--- config.mk ---
export PLATFORM = sky130hd
export DESIGN_NAME = bpl_link
export DESIGN_NICKNAME = d
export VERILOG_FILES = /design/src/inc/bpl_pkg.sv /design/src/verilog/bpl_buf2.sv /design/src/verilog/bpl_link.sv
export SDC_FILE = /design/constraint.sdc
export NUM_CORES = 1
export LEC_CHECK = 0
export ABC_AREA = 1
export ABC_CLOCK_PERIOD_IN_PS = 9970
export BUFFER_PORTS_ARGS = -buffer_cell sky130_fd_sc_hd__buf_2
export CAP_MARGIN = 15
export CORE_MARGIN = 2
export CORE_UTILIZATION = 64
export CTS_CLUSTER_DIAMETER = 50
export DETAILED_ROUTE_END_ITERATION = 6
export GPL_TIMING_DRIVEN = 0
export HOLD_SLACK_MARGIN = 0.08
export PLACE_DENSITY = 0.82
export SLEW_MARGIN = 20
export SYNTH_ARGS = -nofsm -noshare
export SYNTH_HDL_FRONTEND = slang
export SYNTH_SLANG_ARGS = --single-unit
export TNS_END_PERCENT = 20
--- constraint.sdc ---
create_clock -name mclk -period 9.97 [get_ports mclk]
set_input_delay 0.997 -clock mclk [delete_from_list [all_inputs] [get_ports mclk]]
set_output_delay 0.997 -clock mclk [all_outputs]
set_load 0.02 [all_outputs]
--- src/inc/bpl_pkg.sv ---
package bpl_pkg;
   // Clock and bit-time limits
   localparam int  CLK_MHZ        = 100;
   localparam real BIT_MIN_MS     = 0.01;
   localparam real BIT_MAX_MS     = 1.1;
   localparam int  BIT_MIN_CYC    = int'(BIT_MIN_MS * 1000.0 * CLK_MHZ);
   localparam int  BIT_MAX_CYC    = int'(BIT_MAX_MS * 1000.0 * CLK_MHZ);
   localparam int  CNT_W          = 18;
   // Sync pulse must be at least this many bit times long
   localparam int  SYNC_MULT      = 2;
   localparam int  WORD_W         = 24;
   localparam int  ADDR_W         = 4;
   localparam int  DATA_W         = 16;
   localparam int  LOCK_BIT       = 15;
   localparam int  SUPV_ADDR      = 4'h1;
   localparam int  TEMP_ADDR      = 4'h2;
   // Command codes in bits 23:20
   localparam logic [3:0] CMD_READ  = 4'h1;
   localparam logic [3:0] CMD_WRITE = 4'h2;
   // Temperature scaling, gains and SENT offset fixed point with 2 fraction bits
   localparam logic [15:0] TADJ_GAIN_Q2 = 16'h0165;
   localparam logic [15:0] TADJ_OFS     = 16'h0e88;
   localparam logic [15:0] TSENT_GAIN_Q2 = 16'h0020;
   localparam logic [15:0] TSENT_OFS_Q2  = 16'h0926;
   localparam logic [15:0] SUPV_RESET   = 16'h0000;

   typedef struct packed {
      logic [3:0]        cmd;
      logic [ADDR_W-1:0] addr;
      logic [DATA_W-1:0] data;
   } bpl_word_t;

   typedef enum logic [2:0] {
      ST_APP  = 3'b000,
      ST_SYNC = 3'b001,
      ST_LIST = 3'b011,
      ST_TX   = 3'b010
   } bpl_state_t;
endpackage

--- src/verilog/bpl_buf2.sv ---
`timescale 1ns/1ns
module bpl_buf2 #(
   parameter int WIDTH = 24
) (
   // Clock and reset
   input  wire logic             mclk,
   input  wire logic             reset_n,
   // Fill side
   input  wire logic             in_valid,
   output logic                  in_ready,
   input  wire logic [WIDTH-1:0] in_data,
   // Drain side
   output logic                  out_valid,
   input  wire logic             out_ready,
   output logic [WIDTH-1:0]      out_data
);
   logic [WIDTH-1:0] mem [2];
   logic             wr_idx;
   logic             rd_idx;
   logic [1:0]       count;

   assign in_ready  = (count != 2'h2);
   assign out_valid = (count != 2'h0);
   assign out_data  = mem[rd_idx];

   always_ff @(posedge mclk or negedge reset_n) begin
      if (!reset_n) begin
         wr_idx <= 1'b0;
         rd_idx <= 1'b0;
         count  <= 2'h0;
      end else begin
         if (in_valid && in_ready)
            wr_idx <= ~wr_idx;
         if (out_valid && out_ready)
            rd_idx <= ~rd_idx;
         count <= count + 2'(in_valid && in_ready)
                        - 2'(out_valid && out_ready);
      end
   end

   always_ff @(posedge mclk) begin
      if (in_valid && in_ready)
         mem[wr_idx] <= in_data;
   end
endmodule

--- src/verilog/bpl_link.sv ---
`timescale 1ns/1ns
// How it works
// - After reset the block sits in application mode and does not drive the pin.
// - The rising end of a long enough low sync pulse moves it to listening mode.
// - A bit period with no inner transition decodes as 0.
// - A bit period with a transition near its middle decodes as 1.
// - Every bit period ends in a transition, which resynchronises timing.
// - Answers go back on the same pin with the same biphase coding.
// - Telegrams carry commands and register words; answers return the supervision word or temperature adjust value.
// - A written lock bit takes effect only after the next reset.
// - Once locked, write commands leave the stored contents unchanged.
// - A locked device still answers reads with good CRC and overcurrent on.
// - Temperature for the SENT channels is 8.0 LSB/degC plus 585.5 LSB.
// - The temperature adjust value is 89.25 LSB/degC plus 3720 LSB.
module bpl_link (
   // Clock and reset
   input  wire logic        mclk,
   input  wire logic        reset_n,
   // Output pin, two-way
   input  wire logic        pin_in,
   output logic             pin_out,
   output logic             pin_oe,
   // Status and sensor side
   input  wire logic        crc_ok,
   input  wire logic        ocd_disabled,
   input  wire logic signed [9:0] temp_degc,
   output logic             prog_mode,
   output logic             lock_active,
   output logic [15:0]      temperature_adjust_value,
   output logic [11:0]      temp_sent,
   output logic [15:0]      supervision_setup_reg
);
   logic              pin_s1, pin_s2, pin_d;
   bpl_pkg::bpl_state_t state;
   logic [bpl_pkg::CNT_W-1:0] cnt, bit_cyc;
   logic              mid_seen;
   logic [4:0]        nbits;
   logic [bpl_pkg::WORD_W-1:0] shreg;
   logic              rx_valid, rx_ready;
   logic [bpl_pkg::WORD_W-1:0] rx_data;
   bpl_pkg::bpl_word_t cmd_w;
   logic              tx_pend;
   logic [bpl_pkg::WORD_W-1:0] tx_sh;
   logic [4:0]        tx_n;
   logic              edge_in;
   logic [31:0]       tadj_raw, tsent_raw;
   logic              rx_valid_q, rx_in_ready, supv_write;
   logic              lock_taken;
   // Stored word survives reset, as the nonvolatile copy does
   logic [15:0]       nv_supv = bpl_pkg::SUPV_RESET;

   always_ff @(posedge mclk or negedge reset_n) begin
      if (!reset_n) begin
         // Idle line is high; a low reset value would fake an edge
         pin_s1 <= 1'b1;
         pin_s2 <= 1'b1;
         pin_d  <= 1'b1;
      end else begin
         pin_s1 <= pin_in;
         pin_s2 <= pin_s1;
         pin_d  <= pin_s2;
      end
   end
   assign edge_in = pin_s2 ^ pin_d;

   // Receiver and mode machine
   always_ff @(posedge mclk or negedge reset_n) begin
      if (!reset_n) begin
         state    <= bpl_pkg::ST_APP;
         cnt      <= '0;
         bit_cyc  <= '0;
         mid_seen <= 1'b0;
         nbits    <= '0;
         shreg    <= '0;
         rx_valid <= 1'b0;
      end else begin
         if (rx_valid && rx_in_ready)
            rx_valid <= 1'b0;
         if (cnt != '1)
            cnt <= cnt + 1'b1;
         unique case (state)
            bpl_pkg::ST_APP: begin
               if (edge_in) begin
                  cnt   <= '0;
                  state <= bpl_pkg::ST_SYNC;
               end
            end
            bpl_pkg::ST_SYNC: begin
               // sync measures period
               // Sync is a low pulse, so only its rising end counts
               if (edge_in) begin
                  if (pin_s2 && cnt >= bpl_pkg::CNT_W'(bpl_pkg::SYNC_MULT
                                 * bpl_pkg::BIT_MIN_CYC - 1)) begin
                     bit_cyc  <= (cnt + 1'b1) >> 1;
                     state    <= bpl_pkg::ST_LIST;
                     nbits    <= '0;
                     mid_seen <= 1'b0;
                  end
                  cnt <= '0;
               end
            end
            bpl_pkg::ST_LIST: begin
               if (edge_in) begin
                  if (cnt < (bit_cyc >> 2) + (bit_cyc >> 1)) begin
                     mid_seen <= 1'b1;
                  end else begin
                     shreg    <= {shreg[bpl_pkg::WORD_W-2:0], mid_seen};
                     mid_seen <= 1'b0;
                     cnt      <= '0;
                     if (nbits == 5'(bpl_pkg::WORD_W - 1)) begin
                        nbits    <= '0;
                        rx_valid <= 1'b1;
                     end else
                        nbits <= nbits + 1'b1;
                  end
               end else if (cnt > bit_cyc + bit_cyc) begin
                  // Quiet line ends the telegram; wait for a new sync
                  nbits    <= '0;
                  mid_seen <= 1'b0;
                  state    <= bpl_pkg::ST_SYNC;
               end
               // Turnaround: one quiet bit lets the host release the pin
               if (tx_pend && cnt >= bit_cyc) begin
                  cnt   <= '0;
                  state <= bpl_pkg::ST_TX;
               end
            end
            bpl_pkg::ST_TX: begin
               if (!tx_pend) begin
                  cnt   <= '0;
                  state <= bpl_pkg::ST_LIST;
               end else if (cnt == bit_cyc - 1'b1)
                  cnt <= '0;
            end
            default: state <= bpl_pkg::ST_APP;
         endcase
      end
   end

   bpl_buf2 #(
      .WIDTH (bpl_pkg::WORD_W)
   ) u_buf (
      .mclk      (mclk),
      .reset_n   (reset_n),
      .in_valid  (rx_valid),
      .in_ready  (rx_in_ready),
      .in_data   (shreg),
      .out_valid (rx_valid_q),
      .out_ready (rx_ready),
      .out_data  (rx_data)
   );
   assign cmd_w    = bpl_pkg::bpl_word_t'(rx_data);
   assign rx_ready = !tx_pend;
   assign supv_write = rx_valid_q && rx_ready && !lock_active
                       && cmd_w.cmd == bpl_pkg::CMD_WRITE
                       && cmd_w.addr == 4'(bpl_pkg::SUPV_ADDR);

   // Nonvolatile copy, kept across reset on purpose
   always_ff @(posedge mclk) begin
      if (supv_write)
         nv_supv <= cmd_w.data;
   end

   // Command execution
   always_ff @(posedge mclk or negedge reset_n) begin
      if (!reset_n) begin
         supervision_setup_reg <= bpl_pkg::SUPV_RESET;
         lock_active           <= 1'b0;
         tx_pend               <= 1'b0;
         tx_sh                 <= '0;
         tx_n                  <= '0;
         pin_out               <= 1'b0;
         pin_oe                <= 1'b0;
         prog_mode             <= 1'b0;
      end else begin
         prog_mode <= (state != bpl_pkg::ST_APP);
         // lock taken from the stored word just after reset
         if (!lock_taken) begin
            supervision_setup_reg <= nv_supv;
            lock_active           <= nv_supv[bpl_pkg::LOCK_BIT];
         end
         if (rx_valid_q && rx_ready) begin
            if (supv_write)
               supervision_setup_reg <= cmd_w.data;
            // locked reads need crc and ocd
            if (cmd_w.cmd == bpl_pkg::CMD_READ
                && (!lock_active || (crc_ok && !ocd_disabled))) begin
               tx_pend <= 1'b1;
               tx_n    <= '0;
               tx_sh   <= {cmd_w.cmd, cmd_w.addr,
                  (cmd_w.addr == 4'(bpl_pkg::TEMP_ADDR)) ?
                  temperature_adjust_value : supervision_setup_reg};
            end
         end
         if (tx_pend && state == bpl_pkg::ST_TX) begin
            pin_oe <= 1'b1;
            if (cnt == bit_cyc - 1'b1) begin
               pin_out <= ~pin_out;
               tx_sh   <= tx_sh << 1;
               tx_n    <= tx_n + 1'b1;
               if (tx_n == 5'(bpl_pkg::WORD_W - 1)) begin
                  tx_pend <= 1'b0;
                  pin_oe  <= 1'b0;
               end
            end else if (cnt == (bit_cyc >> 1) - 1'b1
                         && tx_sh[bpl_pkg::WORD_W-1])
               pin_out <= ~pin_out;
         end
      end
   end

   assign tadj_raw  = 32'($signed(temp_degc)
                      * $signed({1'b0, bpl_pkg::TADJ_GAIN_Q2}));
   assign tsent_raw = 32'($signed(temp_degc)
                      * $signed({1'b0, bpl_pkg::TSENT_GAIN_Q2})
                      + $signed({16'h0, bpl_pkg::TSENT_OFS_Q2}));
   always_ff @(posedge mclk or negedge reset_n) begin
      if (!reset_n) begin
         temperature_adjust_value <= bpl_pkg::TADJ_OFS;
         temp_sent                <= '0;
      end else begin
         temperature_adjust_value <= 16'(tadj_raw >>> 2) + bpl_pkg::TADJ_OFS;
         temp_sent                <= 12'(tsent_raw >>> 2);
      end
   end

   // Lock bit sampled while reset releases
   always_ff @(posedge mclk or negedge reset_n) begin
      if (!reset_n)
         lock_taken <= 1'b0;
      else if (!lock_taken)
         lock_taken <= 1'b1;
   end

   bpl_lock_a: assert property (@(posedge mclk) disable iff (!reset_n)
      lock_active |=> $stable(supervision_setup_reg))
      else $error("locked register changed");
   app_idle_a: assert property (@(posedge mclk) disable iff (!reset_n)
      state == bpl_pkg::ST_APP |-> !pin_oe)
      else $error("driving in application mode");
   lock_hold_a: assert property (@(posedge mclk) disable iff (!reset_n)
      $past(lock_taken) |-> $stable(lock_active))
      else $error("lock changed without reset");
   oe_answer_a: assert property (@(posedge mclk) disable iff (!reset_n)
      pin_oe |-> tx_pend)
      else $error("pin driven outside an answer");
   read_refuse_a: assert property (@(posedge mclk) disable iff (!reset_n)
      rx_valid_q && rx_ready && cmd_w.cmd == bpl_pkg::CMD_READ
      && lock_active && (!crc_ok || ocd_disabled) |=> !tx_pend)
      else $error("locked read answered without checks");
   prog_mode_a: assert property (@(posedge mclk) disable iff (!reset_n)
      prog_mode |-> $past(state) != bpl_pkg::ST_APP)
      else $error("prog mode without sync");
   tx_cover_c: cover property (@(posedge mclk) tx_pend ##1 !tx_pend);
   list_cover_c: cover property (@(posedge mclk)
      state == bpl_pkg::ST_LIST);
   word_cover_c: cover property (@(posedge mclk) rx_valid);
endmodule

==> results_dict.tcl <==
set metrics [dict create \
    hold_path_startpoint "pin_s2$_DFF_PN1_" \
    synth_top_family_by_area "simple AND/OR/NAND/NOR gates" \
    grt_util_all_layers_pct 31.1 \
    cts_resized 0 \
    ys_warn_count 0 \
    crit_chain "clkbuf_1 > inv_1 > ha_1 > a21oi_1 > o21ai_0 > a21oi_1 > o21ai_0 > a21boi_0 > o21ai_0 > nand2_1 > nand2_1 > ha_1 > nand4_1 > nor2_1 > nand4_1 > nand3_1 > nand2_1 > buf_2 > mux2_2" \
    io_pins 63 \
    synth_ff_type "dfrtp_1" \
    drive_gt1_share_pct 9.81 \
    power.leakage_nw 8.57 \
    yosys.area_share.simple_pct 23.2 \
    grt_pass1_vias 12300 \
    final_cell_mix "nand2_1, inv_1, ha_1, dfrtp_1, nand3_1" \
    reg_top3 "u_buf.mem: 48 flops, shreg: 24 flops, tx_sh: 24 flops" \
    cts_tree "yes" \
    synthXorXnorAreaFrac_pct 4.67 \
    drtPass1Iterations 5 \
    worst-path-max-fanout 10 \
    clock_latency_ns 0.52 \
    hpwl_um 28200 \
    slowest_delay_ns 0.44 \
    fin_crit_sh_pct 50.5 \
    syn_inst 1800 \
    synth_edf_count 64 \
    grt_overflow 0 \
    cts_made_buffers 24 \
    min_path_cells 0 \
    r2r-end "shreg[18]$_DFFE_PN0P_" \
    synth_area_per_cell_um2 8.22 \
    ant_nets 0 \
    die_h_um 156 \
    die_area_um2 24400 \
    worst_pin_slew_ns 0.761 \
    antenna_found_initial 0 \
    h-tree-depth 1 \
    largest_reg_flops 48 \
    post_cts_buffers 0 \
    status "complete, no violations" \
    area_delta_synth_final_pct 10.3 \
    final_common_cell "nand2_1" \
    synth-compound-area-share_pct 7.51 \
    peakVddDrop_uv 209 \
    maxSlewViolCount 0 \
    grt_setup_unrepaired "false" \
    io_buffers 60 \
    relSlewSlack_pct 48.8 \
    design.core.area_um2 22600 \
    tns_ns 0 \
    cts_root_buffer "clkbuf_16" \
    critPathSlowestCell "a21boi_0" \
    clk_pin_slew_ns 0.06 \
    cts_max_path_buffers 3 \
    critPathCaptureType "flop" \
    critPathKind "reg -> reg" \
    antenna_cells 0 \
    synthMuxAreaShare_pct 1.96 \
    start_util_pct 65.4 \
    critPathRequiredTime_ns 10.37 \
    fmax_ghz 0.198 \
    gp_congestion 0.932 \
    crit_path_start_kind "flop" \
    maxCapViolCount 0 \
    vias 12400 \
    vias_per_cell 5.68 \
    synth_fa_ha_area_share_pct 16.8 \
    finalCriticalPeriod_ns 5.04 \
    dieWidth_um 156 \
    cp.arrival_ns 5.44 \
    syn_area_um2 14800 \
    drc 0 \
    r2r_cells 19 \
    synth-seq-cells 215 \
    total_power_mw 3.23 \
    routed_wl_um 36800 \
    drt_iter0_markers 906 \
    async_flop_share_pct 70.2 \
    largest-register "u_buf.mem" \
    rows 55 \
    grt_max_degree 89 \
    ys_types 49 \
    clock-skew-final_ns 0.00930 \
    rrSetupSlack_ns 4.93 \
    hold_viol_final 0 \
    grt_first_pass_wirelength_um 59900 \
    setup_viol 0 \
    p_per_area_nw_per_um2 198 \
    wl_per_cell_um 16.8 \
    yosysSeqAreaShare_pct 38.6 \
    whs_endpoint "pin_d$_DFF_PN1_" \
    cts_hold_buf 0 \
    r2r-start "bit_cyc[9]$_DFFE_PN0P_" \
    cts_sinks 215 \
    fin_nets 2085 \
    worst_hold_path_type "reg -> reg" \
]
[logic make-up (layout without fill, tap and decap cells)]
| family | after synthesis | after routing |
|---|---|---|
| other | 2 | 3 |
| AND/OR/NAND/NOR | 818 | 818 |
| flip-flops | 215 | 215 |
| buffers and inverters | 268 | 373 |
| AO/OA/AOI/OAI | 210 | 210 |
| multiplexers | 26 | 26 |
| XOR/XNOR | 79 | 79 |
| adder cells (fa/ha/maj) | 182 | 182 |
[synth_stat cells, drive strengths merged (24+ instances only)]
library cell | n | area, um2
dfrtp | 143 | 3580
inv | 225 | 847
ha | 154 | 1930
xor2 | 52 | 455
mux2 | 24 | 270
nor2 | 119 | 480
edfxtp | 64 | 1920
o21ai | 91 | 455
buf | 26 | 151
nand3 | 116 | 606
nand2 | 530 | 2020
xnor2 | 27 | 236
a21oi | 87 | 435
nand4 | 25 | 156
fa | 28 | 561
[metal layers]
metal | up-vias | global-route usage [%] | part of all wire [%]
met2 | 428 | 54.3 | 49
met1 | 5858 | 38.3 | 41
met3 | 128 | 3.56 | 5.0
met5 | - | 0 | 0
li1 | 6020 | - | -
met4 | 0 | 15.5 | 5.0
[how the worst max path moves through the flow]
| stage | start | end | slack [ns] | cells past startpoint |
|---|---|---|---|---|
| after floorplan | temp_degc[3] | temperature_adjust_value[15]$_DFF_PN0_ | 5.19 | 25 |
| after global placement | temp_degc[6] | temperature_adjust_value[15]$_DFF_PN0_ | 4.56 | 22 |
| after detailed placement | temp_degc[6] | temperature_adjust_value[15]$_DFF_PN0_ | 4.46 | 22 |
| after CTS | temp_degc[6] | temperature_adjust_value[15]$_DFF_PN0_ | 4.97 | 22 |
| after global routing | bit_cyc[9]$_DFFE_PN0P_ | shreg[15]$_DFFE_PN0P_ | 4.61 | 19 |
| final | bit_cyc[9]$_DFFE_PN0P_ | shreg[18]$_DFFE_PN0P_ | 4.93 | 19 |
[cell type report]
cell class,instances,area (um2)
Tap cell,285,357
Fill cell,1694,6310
Clock inverter,15,198
Multi-Input combinational cell,1318,8050
Sequential cell,215,5710
Clock buffer,29,619
Buffer,40,204
Timing Repair Buffer,61,338
Inverter,228,858
[critical path, delay by kind of cell, from the launching register on]
kind                     cells  cell delay (ns)
AND/OR/NAND/NOR              7             1.46
AO/OA/AOI/OAI                6             1.34
buffers and inverters        3             0.78
adder cells (fa/ha/maj)      2             0.65
flip-flops                   1             0.40
multiplexers                 1             0.30
[stage by stage]
step | cells | util (%) | setup WS [ns] | cell area (um2) | hold slack, ns
after floorplan | 1801 | - | 5.19 | 14800 | 0.345
after global placement | 2146 | 68.3 | 4.56 | 15500 | 0.375
after CTS | 2191 | 72.1 | 4.97 | 16300 | 0.383
final | 2191 | 72.1 | 4.93 | 16300 | 0.382
after detailed placement | 2147 | 68.5 | 4.46 | 15500 | 0.374
after global routing | 2191 | 72.1 | 4.61 | 16300 | 0.389
[report_power, final]
part | internal, mW | switching (mW) | leakage (nW)
Combinational | 0.431 | 0.821 | 5.75
Sequential | 0.997 | 0.0783 | 2.43
Clock | 0.531 | 0.371 | 0.388
Power figures use the tool's default switching activity.
